--- src/mag_pkg.sv ---
package mag_pkg;

  // Register indices; the byte address on the bus is four times the index.
  localparam logic [11:0] IDX_ALARM_PATTERN = 12'h330;
  localparam logic [11:0] IDX_TONE_CONTROL = 12'h331;
  localparam logic [11:0] IDX_TONE_DIVIDER_LOW = 12'h332;
  localparam logic [11:0] IDX_TONE_DIVIDER_HIGH = 12'h333;
  localparam logic [11:0] IDX_ALARM_IRQ_ENABLE = 12'h334;
  localparam logic [11:0] IDX_ALARM_IRQ_STATUS = 12'h335;
  localparam logic [11:0] IDX_ALARM_IRQ_CLEAR = 12'h336;

  // Values after reset.
  localparam logic [7:0] RST_ALARM_PATTERN = 8'h00;
  localparam logic [7:0] RST_TONE_CONTROL = 8'h00;
  localparam logic [7:0] RST_TONE_DIVIDER_LOW = 8'h00;
  localparam logic [7:0] RST_TONE_DIVIDER_HIGH = 8'h00;
  localparam logic [4:0] RST_ALARM_IRQ_ENABLE = 5'h00;

  // Field positions.
  localparam int TC_OUTPUT_SELECT = 0;
  localparam int TC_TONE_INVERT = 5;
  localparam int TC_COUNTER_CTRL_LO = 6;
  localparam int TC_COUNTER_CTRL_HI = 7;
  localparam int DH_TONE_COUNTER_RUN = 7;
  localparam int ALARM_IRQ_COUNT = 5;

  // Free-running counter prescale, in clock cycles per count.
  localparam int FRC_PRESCALE = 16;

  // Bus responses.
  localparam logic [1:0] RESP_OKAY = 2'h0;
  localparam logic [1:0] RESP_DECERR = 2'h3;

  typedef enum logic [1:0] {
    MAG_FRC_HOLD = 2'h0,
    MAG_FRC_RESTART = 2'h1,
    MAG_FRC_CLEAR = 2'h2,
    MAG_FRC_CLEAR_START = 2'h3
  } mag_frc_e;

  typedef struct packed {
    logic [1:0] counter_ctrl;
    logic tone_invert;
    logic [3:0] unused;
    logic output_select;
  } mag_tone_control_s;

endpackage

--- src/mag_tone_gen.sv ---
`timescale 1ns/1ps
// Overview of operation
// Two-bit counter field: hold, restart, clear, or clear then start the free-run counter.
// Tone invert bit set to 1 inverts the alarm waveform; 0 leaves it as is.
// Output select 0 drives the alarm waveform, 1 drives the melody waveform.
// Melody divider is 12 bits: low eight in one register, high four in the next.
// Tone counter run bit 0 stops and clears the melody counter; 1 runs it.
// Five alarm interrupt sources, each with its own enable; disabled ones raise nothing.
// An 8-bit alarm pattern, readable and writable, shapes the alarm tone.
// Software writes zero to unused control bits and the three unused enable bits.
module mag_tone_gen #(
  parameter int FRC_W = 8,
  parameter int PRESCALE = mag_pkg::FRC_PRESCALE
) (
  input wire logic aclk,
  input wire logic aresetn,
  input wire logic [13:0] s_axi_awaddr,
  input wire logic s_axi_awvalid,
  output logic s_axi_awready,
  input wire logic [31:0] s_axi_wdata,
  input wire logic [3:0] s_axi_wstrb,
  input wire logic s_axi_wvalid,
  output logic s_axi_wready,
  output logic [1:0] s_axi_bresp,
  output logic s_axi_bvalid,
  input wire logic s_axi_bready,
  input wire logic [13:0] s_axi_araddr,
  input wire logic s_axi_arvalid,
  output logic s_axi_arready,
  output logic [31:0] s_axi_rdata,
  output logic [1:0] s_axi_rresp,
  output logic s_axi_rvalid,
  input wire logic s_axi_rready,
  output logic tone_out,
  output logic irq
);

  ////////////////////////////////////////////////////////////////////////////////
  // Bus slave.

  // Bus slots and answer registers.
  logic [11:0] aw_idx_reg;
  logic aw_full_reg;
  logic [7:0] w_data_reg;
  logic w_lane_reg;
  logic w_full_reg;
  logic bvalid_reg;
  logic [1:0] bresp_reg;
  logic rvalid_reg;
  logic [31:0] rdata_reg;
  logic [1:0] rresp_reg;
  logic do_write;
  // Register index of the read address now offered.
  logic [11:0] ar_idx;

  // Software registers and tone state.
  mag_pkg::mag_tone_control_s ctrl_reg;
  logic [7:0] pattern_reg;
  logic [7:0] div_lo_reg;
  logic run_reg;
  logic [3:0] div_hi_reg;
  // Enable and status hold one bit for each alarm source.
  logic [4:0] irq_en_reg;
  logic [4:0] irq_stat_reg;
  logic [FRC_W-1:0] frc_reg;
  logic frc_tick;
  logic [4:0] alarm_evt;

  // Ready is withheld while a write answer waits, so one write at most is under way.
  assign s_axi_awready = !aw_full_reg && !bvalid_reg;
  assign s_axi_wready = !w_full_reg && !bvalid_reg;
  assign s_axi_bvalid = bvalid_reg;
  assign s_axi_bresp = bresp_reg;
  // Only one read is under way; a new address waits until the answer is taken.
  assign s_axi_arready = !rvalid_reg;
  assign s_axi_rvalid = rvalid_reg;
  assign s_axi_rdata = rdata_reg;
  assign s_axi_rresp = rresp_reg;
  // The address and data slots fill in either order; the write lands when both are full.
  assign do_write = aw_full_reg && w_full_reg;
  assign ar_idx = s_axi_araddr[13:2];

  ////////////////////////////////////////////////////////////////////////////////
  // Write strobes, one for each register except the read-only status, high in the cycle the write lands.

  logic wr_lane;
  logic wr_pattern;
  logic wr_control;
  logic wr_div_lo;
  logic wr_div_hi;
  logic wr_irq_en;
  logic wr_irq_clr;
  logic addr_mapped;

  // A write with byte lane 0 off changes nothing but is still answered.
  assign wr_lane = do_write && w_lane_reg;
  assign wr_pattern = wr_lane && aw_idx_reg == mag_pkg::IDX_ALARM_PATTERN;
  assign wr_control = wr_lane && aw_idx_reg == mag_pkg::IDX_TONE_CONTROL;
  assign wr_div_lo = wr_lane && aw_idx_reg == mag_pkg::IDX_TONE_DIVIDER_LOW;
  assign wr_div_hi = wr_lane && aw_idx_reg == mag_pkg::IDX_TONE_DIVIDER_HIGH;
  assign wr_irq_en = wr_lane && aw_idx_reg == mag_pkg::IDX_ALARM_IRQ_ENABLE;
  assign wr_irq_clr = wr_lane && aw_idx_reg == mag_pkg::IDX_ALARM_IRQ_CLEAR;
  assign addr_mapped = aw_idx_reg >= mag_pkg::IDX_ALARM_PATTERN && aw_idx_reg <= mag_pkg::IDX_ALARM_IRQ_CLEAR;

  // The write address slot holds the index until the data has arrived too.
  always_ff @(posedge aclk) begin
    if (!aresetn) begin
      aw_full_reg <= 1'b0;
      aw_idx_reg <= 12'h000;
    end else if (s_axi_awvalid && s_axi_awready) begin
      aw_full_reg <= 1'b1;
      aw_idx_reg <= s_axi_awaddr[13:2];
    end else if (do_write) begin
      aw_full_reg <= 1'b0;
    end
  end

  // The write data slot keeps only the low byte and its lane strobe.
  always_ff @(posedge aclk) begin
    if (!aresetn) begin
      w_full_reg <= 1'b0;
      w_data_reg <= 8'h00;
      w_lane_reg <= 1'b0;
    end else if (s_axi_wvalid && s_axi_wready) begin
      w_full_reg <= 1'b1;
      w_data_reg <= s_axi_wdata[7:0];
      w_lane_reg <= s_axi_wstrb[0];
    end else if (do_write) begin
      w_full_reg <= 1'b0;
    end
  end

  // The write answer rises as the write lands and holds until the master takes it.
  always_ff @(posedge aclk) begin
    if (!aresetn) begin
      bvalid_reg <= 1'b0;
      bresp_reg <= mag_pkg::RESP_OKAY;
    end else if (do_write) begin
      bvalid_reg <= 1'b1;
      bresp_reg <= addr_mapped ? mag_pkg::RESP_OKAY : mag_pkg::RESP_DECERR;
    end else if (s_axi_bready) begin
      bvalid_reg <= 1'b0;
    end
  end

  // Read data is chosen from the offered index and latched when the address is taken.
  logic [31:0] rd_mux;
  logic rd_err;

  always_comb begin
    rd_mux = 32'h0000_0000;
    rd_err = 1'b0;
    unique case (ar_idx)
      mag_pkg::IDX_ALARM_PATTERN: rd_mux = {24'h000000, pattern_reg};
      mag_pkg::IDX_TONE_CONTROL: rd_mux = {24'h000000, ctrl_reg};
      mag_pkg::IDX_TONE_DIVIDER_LOW: rd_mux = {24'h000000, div_lo_reg};
      mag_pkg::IDX_TONE_DIVIDER_HIGH: rd_mux = {24'h000000, run_reg, 3'h0, div_hi_reg};
      mag_pkg::IDX_ALARM_IRQ_ENABLE: rd_mux = {27'h0000000, irq_en_reg};
      mag_pkg::IDX_ALARM_IRQ_STATUS: rd_mux = {27'h0000000, irq_stat_reg};
      mag_pkg::IDX_ALARM_IRQ_CLEAR: rd_mux = 32'h0000_0000;
      default: rd_err = 1'b1;
    endcase
  end

  // The read answer holds until the master takes it.
  always_ff @(posedge aclk) begin
    if (!aresetn) begin
      rvalid_reg <= 1'b0;
      rdata_reg <= 32'h0000_0000;
      rresp_reg <= mag_pkg::RESP_OKAY;
    end else if (s_axi_arvalid && s_axi_arready) begin
      rvalid_reg <= 1'b1;
      rdata_reg <= rd_mux;
      rresp_reg <= rd_err ? mag_pkg::RESP_DECERR : mag_pkg::RESP_OKAY;
    end else if (s_axi_rready) begin
      rvalid_reg <= 1'b0;
    end
  end

  ////////////////////////////////////////////////////////////////////////////////
  // Software registers.

  // Alarm pattern.
  always_ff @(posedge aclk) begin
    if (!aresetn) begin
      pattern_reg <= mag_pkg::RST_ALARM_PATTERN;
    end else if (wr_pattern) begin
      pattern_reg <= w_data_reg;
    end
  end

  // Tone control; the unused bits are stored as written.
  always_ff @(posedge aclk) begin
    if (!aresetn) begin
      ctrl_reg <= mag_pkg::RST_TONE_CONTROL;
    end else if (wr_control) begin
      ctrl_reg <= w_data_reg;
    end
  end

  // Low byte of the melody divider.
  always_ff @(posedge aclk) begin
    if (!aresetn) begin
      div_lo_reg <= mag_pkg::RST_TONE_DIVIDER_LOW;
    end else if (wr_div_lo) begin
      div_lo_reg <= w_data_reg;
    end
  end

  // High divider bits and the melody run bit share one register.
  always_ff @(posedge aclk) begin
    if (!aresetn) begin
      run_reg <= mag_pkg::RST_TONE_DIVIDER_HIGH[mag_pkg::DH_TONE_COUNTER_RUN];
      div_hi_reg <= mag_pkg::RST_TONE_DIVIDER_HIGH[3:0];
    end else if (wr_div_hi) begin
      run_reg <= w_data_reg[mag_pkg::DH_TONE_COUNTER_RUN];
      div_hi_reg <= w_data_reg[3:0];
    end
  end

  // Interrupt enables.
  always_ff @(posedge aclk) begin
    if (!aresetn) begin
      irq_en_reg <= mag_pkg::RST_ALARM_IRQ_ENABLE;
    end else if (wr_irq_en) begin
      irq_en_reg <= w_data_reg[4:0];
    end
  end

  ////////////////////////////////////////////////////////////////////////////////
  // Free-running counter with its prescaler.

  logic [15:0] pre_reg;
  logic frc_clear_pulse;
  logic frc_hold_clear;
  logic frc_counting;

  // The prescaler runs freely, so a restart resumes on the next tick and not at once.
  assign frc_tick = (pre_reg == 16'(PRESCALE - 1));
  // Any control write with the high counter bit set clears the count once.
  assign frc_clear_pulse = wr_control && w_data_reg[mag_pkg::TC_COUNTER_CTRL_HI];
  assign frc_hold_clear = ctrl_reg.counter_ctrl == mag_pkg::MAG_FRC_CLEAR;
  assign frc_counting = ctrl_reg.counter_ctrl[0];

  // Prescaler that paces the free-running counter.
  always_ff @(posedge aclk) begin
    if (!aresetn || frc_tick) begin
      pre_reg <= 16'h0000;
    end else begin
      pre_reg <= pre_reg + 16'h0001;
    end
  end

  // A clear takes priority over counting in the same cycle.
  always_ff @(posedge aclk) begin
    if (!aresetn) begin
      frc_reg <= '0;
    end else if (frc_clear_pulse || frc_hold_clear) begin
      frc_reg <= '0;
    end else if (frc_tick && frc_counting) begin
      frc_reg <= frc_reg + 1'b1;
    end
  end

  ////////////////////////////////////////////////////////////////////////////////
  // Alarm interrupts.

  // Source i fires on a tick while counting when the low i+4 count bits are all ones.
  genvar gi;
  generate
    for (gi = 0; gi < mag_pkg::ALARM_IRQ_COUNT; gi++) begin : g_evt
      assign alarm_evt[gi] = frc_tick && frc_counting && (&frc_reg[gi+3:0]);
    end
  endgenerate

  // An alarm in the same cycle as its clear wins, so no alarm is lost.
  always_ff @(posedge aclk) begin
    if (!aresetn) begin
      irq_stat_reg <= 5'h00;
    end else begin
      for (int i = 0; i < mag_pkg::ALARM_IRQ_COUNT; i++) begin
        if (alarm_evt[i] && irq_en_reg[i]) begin
          irq_stat_reg[i] <= 1'b1;
        end else if (wr_irq_clr && w_data_reg[i]) begin
          irq_stat_reg[i] <= 1'b0;
        end
      end
    end
  end

  // The interrupt line follows the enabled status one cycle later.
  always_ff @(posedge aclk) begin
    if (!aresetn) begin
      irq <= 1'b0;
    end else begin
      irq <= |(irq_stat_reg & irq_en_reg);
    end
  end

  ////////////////////////////////////////////////////////////////////////////////
  // Melody divider and tone output.

  logic [11:0] mel_cnt_reg;
  logic mel_wave_reg;
  logic [11:0] divider;
  logic alarm_wave;
  logic mel_wrap;

  // The divider halves are written apart, so the pitch may pass through a mixed value.
  assign divider = {div_hi_reg, div_lo_reg};
  // The pattern bit picked by the top count bits gates a square wave at half the tick rate.
  assign alarm_wave = pattern_reg[frc_reg[FRC_W-1:FRC_W-3]] & frc_reg[0];
  assign mel_wrap = mel_cnt_reg >= divider;

  // Each half period of the melody lasts the divider plus one clocks.
  always_ff @(posedge aclk) begin
    if (!aresetn || !run_reg) begin
      mel_cnt_reg <= 12'h000;
      mel_wave_reg <= 1'b0;
    end else if (mel_wrap) begin
      mel_cnt_reg <= 12'h000;
      mel_wave_reg <= !mel_wave_reg;
    end else begin
      mel_cnt_reg <= mel_cnt_reg + 12'h001;
    end
  end

  ////////////////////////////////////////////////////////////////////////////////
  // Tone output select.

  logic alarm_tone;
  logic tone_next;

  assign alarm_tone = alarm_wave ^ ctrl_reg.tone_invert;
  assign tone_next = ctrl_reg.output_select ? mel_wave_reg : alarm_tone;

  // The output is registered so the sounder sees no glitch when the select changes.
  always_ff @(posedge aclk) begin
    if (!aresetn) begin
      tone_out <= 1'b0;
    end else begin
      tone_out <= tone_next;
    end
  end

endmodule // mag_tone_gen

--- config.mk ---
export PLATFORM = sky130hd
export DESIGN_NAME = mag_tone_gen
export DESIGN_NICKNAME = d
export VERILOG_FILES = /design/src/mag_pkg.sv /design/src/mag_tone_gen.sv
export SDC_FILE = /design/constraint.sdc
export NUM_CORES = 1
export LEC_CHECK = 0
export ABC_AREA = 1
export BUFFER_PORTS_ARGS = -buffer_cell sky130_fd_sc_hd__buf_2
export CORE_MARGIN = 2
export CORE_UTILIZATION = 45
export DETAILED_ROUTE_END_ITERATION = 8
export PLACE_DENSITY = 0.7
export SLEW_MARGIN = 15
export SYNTH_ARGS = -nofsm -noshare
export SYNTH_HDL_FRONTEND = slang
export SYNTH_SLANG_ARGS = --single-unit
--- constraint.sdc ---
create_clock -name aclk -period 1.55 [get_ports aclk]
set_input_delay 0.2325 -clock aclk [delete_from_list [all_inputs] [get_ports aclk]]
set_output_delay 0.2325 -clock aclk [all_outputs]
set_load 0.03 [all_outputs]
======== After elaboration in Yosys (flattened, before gate mapping) ========
Index checks and enable logic that the tools add are counted.
cells by class
  $mul .................................... 0
  shift-type cells ........................ 0
  bitwise operators ....................... 4
  mux-type cells .......................... 23
  reduce and logical (&&, ||, !) cells .... 59
  order comparisons ....................... 4
  eq/ne operators ......................... 15
  add/sub/neg operators ................... 3
  divide/modulo/power cells ............... 0
operators with widths
  cell                                                                                   number
  12-bit by 10-bit == test with 1-bit output, second input constant                      13
  8-bit case mux with 6 select lines                                                     1
  1-bit logical AND                                                                      31
  1-bit 2-to-1 mux                                                                       19
  2-bit nonzero test                                                                     9
  16-bit by 1-bit adder with 16-bit output, second input constant                        1
  16-bit by 4-bit == test with 1-bit output, second input constant                       1
  12-bit by 1-bit adder with 12-bit output, second input constant                        1
  12-bit by 10-bit greater-or-equal comparator with 1-bit output, second input constant  1
  12-bit greater-or-equal comparator                                                     1
  12-bit by 10-bit less-or-equal comparator with 1-bit output, second input constant     1
  8-bit by 1-bit adder with 8-bit output, second input constant                          1
  8-bit AND reduction                                                                    1
  1-bit logical NOT                                                                      7
  7-bit AND reduction                                                                    1
  7-bit OR reduction                                                                     1
  6-bit AND reduction                                                                    1
  5-bit bitwise AND                                                                      1
  5-bit AND reduction                                                                    1
  5-bit OR reduction                                                                     1
  3-bit by 4-bit less-than comparator with 1-bit output, second input constant           1
  2-bit 2-to-1 mux                                                                       2
  4-bit AND reduction                                                                    1
  2-bit OR reduction                                                                     2
  other kinds (6)                                                                        8
word-level totals
  output and inout bits ................... 43
  bits in writable memories ............... 0
  memories ................................ 0
  ROM bits ................................ 0
  input port bits ......................... 71
  latch bits .............................. 0
  register bits ........................... 139

======== Logic depth before layout (Yosys ltp) ========
Gate-level depths: netlist (run 1).
  word-level depth ........................ 6
  mapped depth ............................ 11
  depth with buffers taken out ............ 11

======== Worst setup path before layout (run 1) ========
No wires, ideal clock.
  path kind ............................... reg2reg
  start point ............................. reg bvalid_reg (netlist: s_axi_bvalid)
  end point ............................... reg aw_idx_reg[11]
  slack ................................... -0.154 ns
  clock period less this slack ............ 1.704 ns
  buffers on the path ..................... 1
  cell stages (with the launch flop) ...... 6
  data arrival time ....................... 1.588 ns
  library setup time ...................... 0.116 ns
  path through ............................ dfxtp_1 > nor2_1 > nand2_1 > clkbuf_1 > o21ai_0 > nor2_1
on the way
  cells in the longest elaborated chain, start to end .. 3
ends and longest elaborated chain
  item                    line                 source
  start, declared         mag_tone_gen.sv:47   logic bvalid_reg;
  start signal, assigned  mag_tone_gen.sv:136  bvalid_reg <= 1'b0;
  start signal, assigned  mag_tone_gen.sv:139  bvalid_reg <= 1'b1;
  start signal, assigned  mag_tone_gen.sv:142  bvalid_reg <= 1'b0;
  1-bit logical NOT       mag_tone_gen.sv:70   assign s_axi_awready = !aw_full_reg && !bvalid_reg;
  1-bit logical AND       mag_tone_gen.sv:70
  net s_axi_awready       mag_tone_gen.sv:19   output logic s_axi_awready,
  1-bit logical AND       mag_tone_gen.sv:110  end else if (s_axi_awvalid && s_axi_awready) begin
  end signal, assigned    mag_tone_gen.sv:112  aw_idx_reg <= s_axi_awaddr[13:2];
  end, declared           mag_tone_gen.sv:42   logic [11:0] aw_idx_reg;
The timed path passes the listed nets, and every way through them passes these cells.
A chain may end at the register's enable or synchronous reset.

======== Final worst setup path (run 1) ========
  start point ............................. reg w_full_reg
  end point ............................... reg pattern_reg[5]
on the way
  cells in the longest elaborated chain, start to end .. 3
ends and longest elaborated chain
  item                    line                 source
  start, declared         mag_tone_gen.sv:46   logic w_full_reg;
  start signal, assigned  mag_tone_gen.sv:121  w_full_reg <= 1'b0;
  start signal, assigned  mag_tone_gen.sv:125  w_full_reg <= 1'b1;
  start signal, assigned  mag_tone_gen.sv:129  w_full_reg <= 1'b0;
  1-bit logical AND       mag_tone_gen.sv:80   assign do_write = aw_full_reg && w_full_reg;
  1-bit logical AND       mag_tone_gen.sv:96   assign wr_lane = do_write && w_lane_reg;
  1-bit logical AND       mag_tone_gen.sv:97   assign wr_pattern = wr_lane && aw_idx_reg == mag_pkg::IDX_ALARM_PATTERN;
  end signal, assigned    mag_tone_gen.sv:186  pattern_reg <= mag_pkg::RST_ALARM_PATTERN;
  end signal, assigned    mag_tone_gen.sv:188  pattern_reg <= w_data_reg;
  end, declared           mag_tone_gen.sv:58   logic [7:0] pattern_reg;
Every way passes these cells.

==> results of run 1 <==
path summary, 6_finish.rpt:
kind           startpoint  slack [ns]             end  depth (start not counted)
min reg2reg   ctrl_reg[1]        0.45     ctrl_reg[1]                          2
min          s_axi_bready        0.06    s_axi_bvalid                          4
max reg2reg    w_full_reg       -0.07  pattern_reg[5]                          9
max            w_full_reg       -0.07  pattern_reg[5]                          9
layer usage:
metal / wire [um] / part of all wire, % / GRT usage, %
met5: 0 / 0 / 0
met4: 301 / 2.0 / 8.65
met3: 909 / 6.1 / 4.62
met1: 6590 / 44 / 29.3
met2: 7110 / 48 / 34.9
power by group:
group	internal (W)	leakage, nW	total (W)	switching (W)
logic	0.000219	1.96	0.000631	0.000412
registers	0.00299	0.922	0.00309	0.000104
clock network	0.00240	0.269	0.00378	0.00138
total	0.00561	3.15	0.00751	0.00189
final cells by class:
| type | instances | area [um^2] | area share [%] |
|---|---|---|---|
| Clock inverter | 12 | 134 | 1.75 |
| Sequential cell | 113 | 2280 | 29.8 |
| Tap cell | 168 | 210 | 2.75 |
| Timing Repair Buffer | 136 | 967 | 12.7 |
| Multi-Input combinational cell | 555 | 3220 | 42.1 |
| Inverter | 102 | 388 | 5.08 |
| Clock buffer | 20 | 447 | 5.84 |
per-stage QoR:
step / cell area, um^2 / setup TNS, ns / utilization (%) / hold slack, ns / instances
floorplan: 5750 / 0 / - / 0.391 / 814
global placement: 6480 / -0.0671 / 53.3 / 0.437 / 1059
detailed placement: 6480 / -0.680 / 53.3 / 0.439 / 1059
CTS: 7260 / -0.0446 / 59.7 / 0.0412 / 1096
global route: 7640 / -3.59 / 62.8 / 0.0713 / 1106
finish: 7640 / -0.597 / 62.8 / 0.0576 / 1106
cell families after synthesis:
group | Yosys count
and+or+nand+nor | 341
buffers and inverters | 149
other | 1
xor gates and xnor gates | 13
DFF | 113
AOI/OAI and AO/OA | 158
adders and majority gates | 16
what timing repair did:
item                                    in CTS  in global routing
pin swaps                                    6                 25
resized for setup                           31                 95
gates cloned                                 3                  1
buffers inserted                             2                  9
endpoints found under the setup margin      47                 63
worst max-delay path: stages, from the launching register on:
cell and delay (ns):
dfxtp_2 0.33, nand2_2 0.07, inv_4 0.07, nand2_4 0.06, nor3_4 0.22, buf_6 0.21
buf_12 0.12, nand4_4 0.17, o21ai_2 0.21, a21oi_2 0.04
synth_stat cells, types with 2 or more instances:
cell	n	area [um^2]
o21a_1	2	15.0
dfxtp_1	113	2260
xnor2_1	2	17.5
nor2_1	105	394
buf_4	26	195
nand3_1	75	375
clkbuf_1	14	52.6
o211ai_1	2	15.0
xor2_1	11	96.3
a21oi_1	77	385
nand4_4	3	63.8
nor3b_1	2	15.0
buf_2	4	20.0
o21ai_0	64	320
nor3_1	14	70.1
o21ai_1	4	20.0
nand2_1	109	409
nand4_1	21	131
ha_1	16	200
buf_6	3	33.8
inv_1	101	379
a21oi_2	2	17.5
nor2_2	2	12.5
o21bai_1	2	15.0
o21ai_2	2	17.5
a31oi_1	2	12.5
==> impl_metrics.py, run 1 <==
metrics = {
    "run_status": {
        "outcome": "finished, violations left",
        "violations": "negative setup slack",
    },
    "worst_setup_path": {
        "crit_arrival_ns": 1.92,
        "worst_setup_path_start_kind": "flop",
        "path_class": "flop to flop",
        "required_ns": 1.85,
        "crit_path_end_kind": "flop",
        "critPathMaxFanout": 7,
    },
    "grt": {
        "antenna_found_initial": 0,
        "grt_pass1_vias": 5047,
        "grt-ovfl-total": 0,
        "grt_max_degree": 62,
        "track_usage_pct": 21.9,
        "grt_pass1_wl_mm": 23.2,
    },
    "logic_synthesis": {
        "synth_seq_cells": 113,
        "synthCells": 791,
        "synth_area_mm2": 0.00566,
        "synthMuxAreaShare_pct": 0,
        "yosys_warnings": 0,
        "avgSynthCellArea_um2": 7.16,
        "synth_compound_area_share_pct": 14.6,
        "synth-adder-area-share_pct": 3.54,
        "ys.flop_type": "dfxtp_1",
        "synth_edf_count": 0,
        "async_flop_share_pct": 0,
        "synth-simple-area-share_pct": 27.7,
        "synthDistinctLibCells": 39,
        "synthXorXnorAreaFrac_pct": 2.01,
        "yosysSeqAreaShare_pct": 40.0,
        "synth_top_family_by_area": "simple AND/OR/NAND/NOR gates",
    },
    "clock_network": {
        "cts-htree-levels": 4,
        "clock-sinks": 113,
        "cts_root_buf": "clkbuf_16",
        "clk_latency_ns": 0.42,
        "clkTransAtPathRegs_ns": 0.05,
        "cts_buffers": 17,
        "ctsLongestPathBuffers": 2,
        "holdBufCountCts": 0,
        "cts_tree": "built",
    },
    "floorplanning": {
        "die_area_mm2": 0.0135,
        "fp.dieH_um": 116,
        "rows": 40,
        "num_io_pins": 114,
        "dieWidth_um": 116,
        "coreArea_mm2": 0.0122,
        "initial_utilization_pct": 46.5,
    },
    "cells_and_area": {
        "final_common_cell": "dfxtp_1",
        "drive_above_1_share_pct": 29.0,
        "fill_cells": 1080,
        "final_cell_mix": "dfxtp_1, nand2_1, nor2_1, inv_1, buf_4",
        "syn_to_final_growth_pct": 35.0,
        "diodes": 0,
        "largest_reg_flops": 16,
        "nets": 1012,
    },
    "sta": {
        "finalCritPeriodShare_pct": 104,
        "final-hold-violation-count": 0,
        "worstMarginPinSlew_ns": 0.572,
        "rsz0062_at_grt": "yes",
        "setup_ws_ns": -0.0657,
        "setup_violations": 16,
        "max_freq_mhz": 619,
        "layout_min_cycle_time_ns": 1.62,
        "fin_worst_skew_ns": 0.00964,
        "relSlewSlack_pct": 61.9,
        "drv_slew": 0,
    },
    "detailed_routing": {
        "drtIter0Drc": 435,
        "remaining_drc_errors": 0,
        "wl_per_cell_um": 13.5,
        "viasPerCell": 5.06,
        "dr.pass1.iters": 5,
        "wl_mm": 14.9,
        "vias": 5593,
        "drtAntennaViolNets": 0,
    },
    "power": {
        "ir_drop_v": 0.000763,
        "power_w": 0.00751,
        "power_density_mw_per_mm2": 982,
        "leakagePower_nw": 3.15,
    },
    "hold_path": {
        "hold_path.class": "input port to flop",
    },
    "placement": {
        "portBuffers": 58,
        "globalplace.congestion": 0.900,
        "place_hpwl_mm": 9.72,
        "dp_slack_ns": -0.0673,
    },
    "flow_run": {
        "cap_violations": 0,
    },
}
Note: power is estimated with default switching activity, not from simulation.
==> inputs of run 2 (changes only) <==
Settings changed: SLEW_MARGIN 15 to 20.
Clock period 1.55 ns to 1.46 ns, I/O delays scaled along.
==> run 2 against run 1 <==
Against the previous run:
- the run still ends with negative setup slack left
- count of clock-buffer cells in the layout decreased by 1
- maximum frequency increased by 3.3%
- global-route usage increased by 0.94 points
- routed wire length increased by 4.4%
- cell count increased by 2.8%
- clock power increased by 26%
- via count increased by 3.3%
- die area unchanged
- critical path depth decreased by 1
- flip-flop and latch count unchanged
- sequential share of layout area decreased by 2.0 points
==> impl_metrics.py, run 2 (synthesized netlist as in run 1, its figures left out) <==
metrics = {
    "floorplanning": {
        "fp.dieH_um": 116,
        "initial_utilization_pct": 46.5,
        "rows": 40,
        "dieWidth_um": 116,
        "coreArea_mm2": 0.0122,
        "num_io_pins": 114,
        "die_area_mm2": 0.0135,
    },
    "placement": {
        "place_hpwl_mm": 10.1,
        "dp_slack_ns": -0.233,
        "place_area_mm2": 0.00677,
        "globalplace.congestion": 0.849,
        "portBuffers": 58,
    },
    "run_status": {
        "outcome": "finished, violations left",
        "violations": "negative setup slack",
    },
    "worst_setup_path": {
        "path_class": "flop to flop",
        "slowest_delay_ns": 0.31,
        "path_cells": "inv_1 > ha_4 > a21oi_1 > o21ai_1 > a21oi_2 > nand4_1 > buf_6 > nor3_4",
        "crit_path_end_kind": "flop",
        "required_ns": 1.80,
        "crit_arrival_ns": 1.90,
        "crit_slowest_cell": "dfxtp_2",
        "worst_setup_path_start_kind": "flop",
        "critPathMaxFanout": 8,
    },
    "sta": {
        "rsz0062_at_grt": "yes",
        "drv_slew": 0,
        "relSlewSlack_pct": 62.9,
        "layout_min_cycle_time_ns": 1.56,
        "setup_ws_ns": -0.104,
        "setup_violations": 25,
        "fin_worst_skew_ns": 0.00808,
        "worstMarginPinSlew_ns": 0.556,
        "finalCritPeriodShare_pct": 107,
        "max_freq_mhz": 640,
        "final-hold-violation-count": 0,
    },
    "grt": {
        "antenna_found_initial": 0,
        "grt_pass1_vias": 5183,
        "grt_pass1_wl_mm": 24.1,
        "grt_max_degree": 59,
        "grt-ovfl-total": 0,
        "track_usage_pct": 22.9,
    },
    "detailed_routing": {
        "wl_mm": 15.6,
        "vias": 5776,
        "viasPerCell": 5.08,
        "remaining_drc_errors": 0,
        "drtIter0Drc": 336,
        "drtAntennaViolNets": 0,
        "dr.pass1.iters": 5,
        "wl_per_cell_um": 13.7,
    },
    "cells_and_area": {
        "finalCoreUtilization_pct": 67.5,
        "syn_to_final_growth_pct": 45.1,
        "final_cell_mix": "nand2_1, dfxtp_1, inv_1, nor2_1, buf_4",
        "largest_reg_flops": 16,
        "nets": 1043,
        "fin_area_mm2": 0.00821,
        "diodes": 0,
        "drive_above_1_share_pct": 34.0,
    },
    "power": {
        "clkPwrFrac_pct": 54.3,
        "p_comb_share_pct": 8.3,
        "power_density_mw_per_mm2": 1070,
        "p_int_w": 0.00673,
        "ir_drop_v": 0.000766,
        "power_w": 0.00877,
        "leakagePower_nw": 3.46,
        "p_sw_w": 0.00204,
        "seqPwrFrac_pct": 37.5,
        "p_sw_share_pct": 23.3,
    },
    "clock_network": {
        "clkTransAtPathRegs_ns": 0.06,
        "cts_buffers": 17,
        "clk_latency_ns": 0.41,
        "ctsLongestPathBuffers": 2,
        "cts-htree-levels": 4,
        "cts_tree": "built",
        "clock-sinks": 113,
        "cts_root_buf": "clkbuf_16",
    },
    "hold_path": {
        "hold_path.class": "input port to flop",
    },
    "flow_run": {
        "cap_violations": 0,
    },
}
run 2: changes by cell type in the layout (fill, tap and decap cells not counted), sizes merged:
cell and delta:
buf +30, bufinv +4, clkinv -1, clkinvlp -1, inv -1
run 2: stage by stage:
step | instances | TNS, ns | hold WS (ns)
4_1_cts | 1130 | -0.329 | 0.0395
6_report | 1137 | -1.16 | 0.0569
2_1_floorplan | 814 | -0.301 | 0.378
3_5_place_dp | 1090 | -5.57 | 0.439
3_3_place_gp | 1090 | -3.59 | 0.434
5_1_grt | 1137 | -4.33 | 0.0505
run 2: final timing paths:
| kind | start | end | slack (ns) | depth (start not counted) |
|---|---|---|---|---|
| worst min register to register | ctrl_reg[3] | ctrl_reg[3] | 0.44 | 2 |
| worst min-delay path | s_axi_wstrb[0] | w_lane_reg | 0.06 | 3 |
| worst max-delay path | div_hi_reg[1] | mel_cnt_reg[3] | -0.10 | 8 |
| worst max register to register | div_hi_reg[1] | mel_cnt_reg[3] | -0.10 | 8 |
run 2: worst max-delay path, delay by kind of cell, from the launching register on:
kind                       cells  cell delay, ns
adders and majority gates      1            0.21
buffers and inverters          2            0.27
and+or+nand+nor                2            0.25
AOI/OAI and AO/OA              3            0.45
DFF                            1            0.31
run 2: timing repair:
item                       4_1_cts  5_1_grt
setup endpoints to repair       75       86
pin swaps                       24       28
resized for setup               52      110
gates cloned                     3        1
buffers inserted                 6        7
hold buffers                     0        0
run 2: final cells by class:
class                      instances  area, um^2
fill                            1006        3950
multi-input combinational        555        3380
sequential                       113        2280
timing repair buffer             167        1260
clock buffer                      19         453
inverter                         102         388
clock inverter                    13         233
tap                              168         210
run 2: routing by layer:
layer	vias to the layer above	GRT usage (%)	share of wire, %
li1	2918	-	-
met1	2628	29.2	44
met2	205	37.6	48
met3	25	5.97	6.1
met4	0	8.17	1.8
met5	-	0	0
run 2: power by group through the flow:
stage	registers [W]	logic [W]	clock network, W
6_report	0.00329	0.000725	0.00476
2_1_floorplan	0.00333	0.000425	0
3_3_place_gp	0.00332	0.000629	0
3_5_place_dp	0.00332	0.000637	0
5_1_grt	0.00329	0.000808	0.00495
4_1_cts	0.00326	0.000669	0.00481
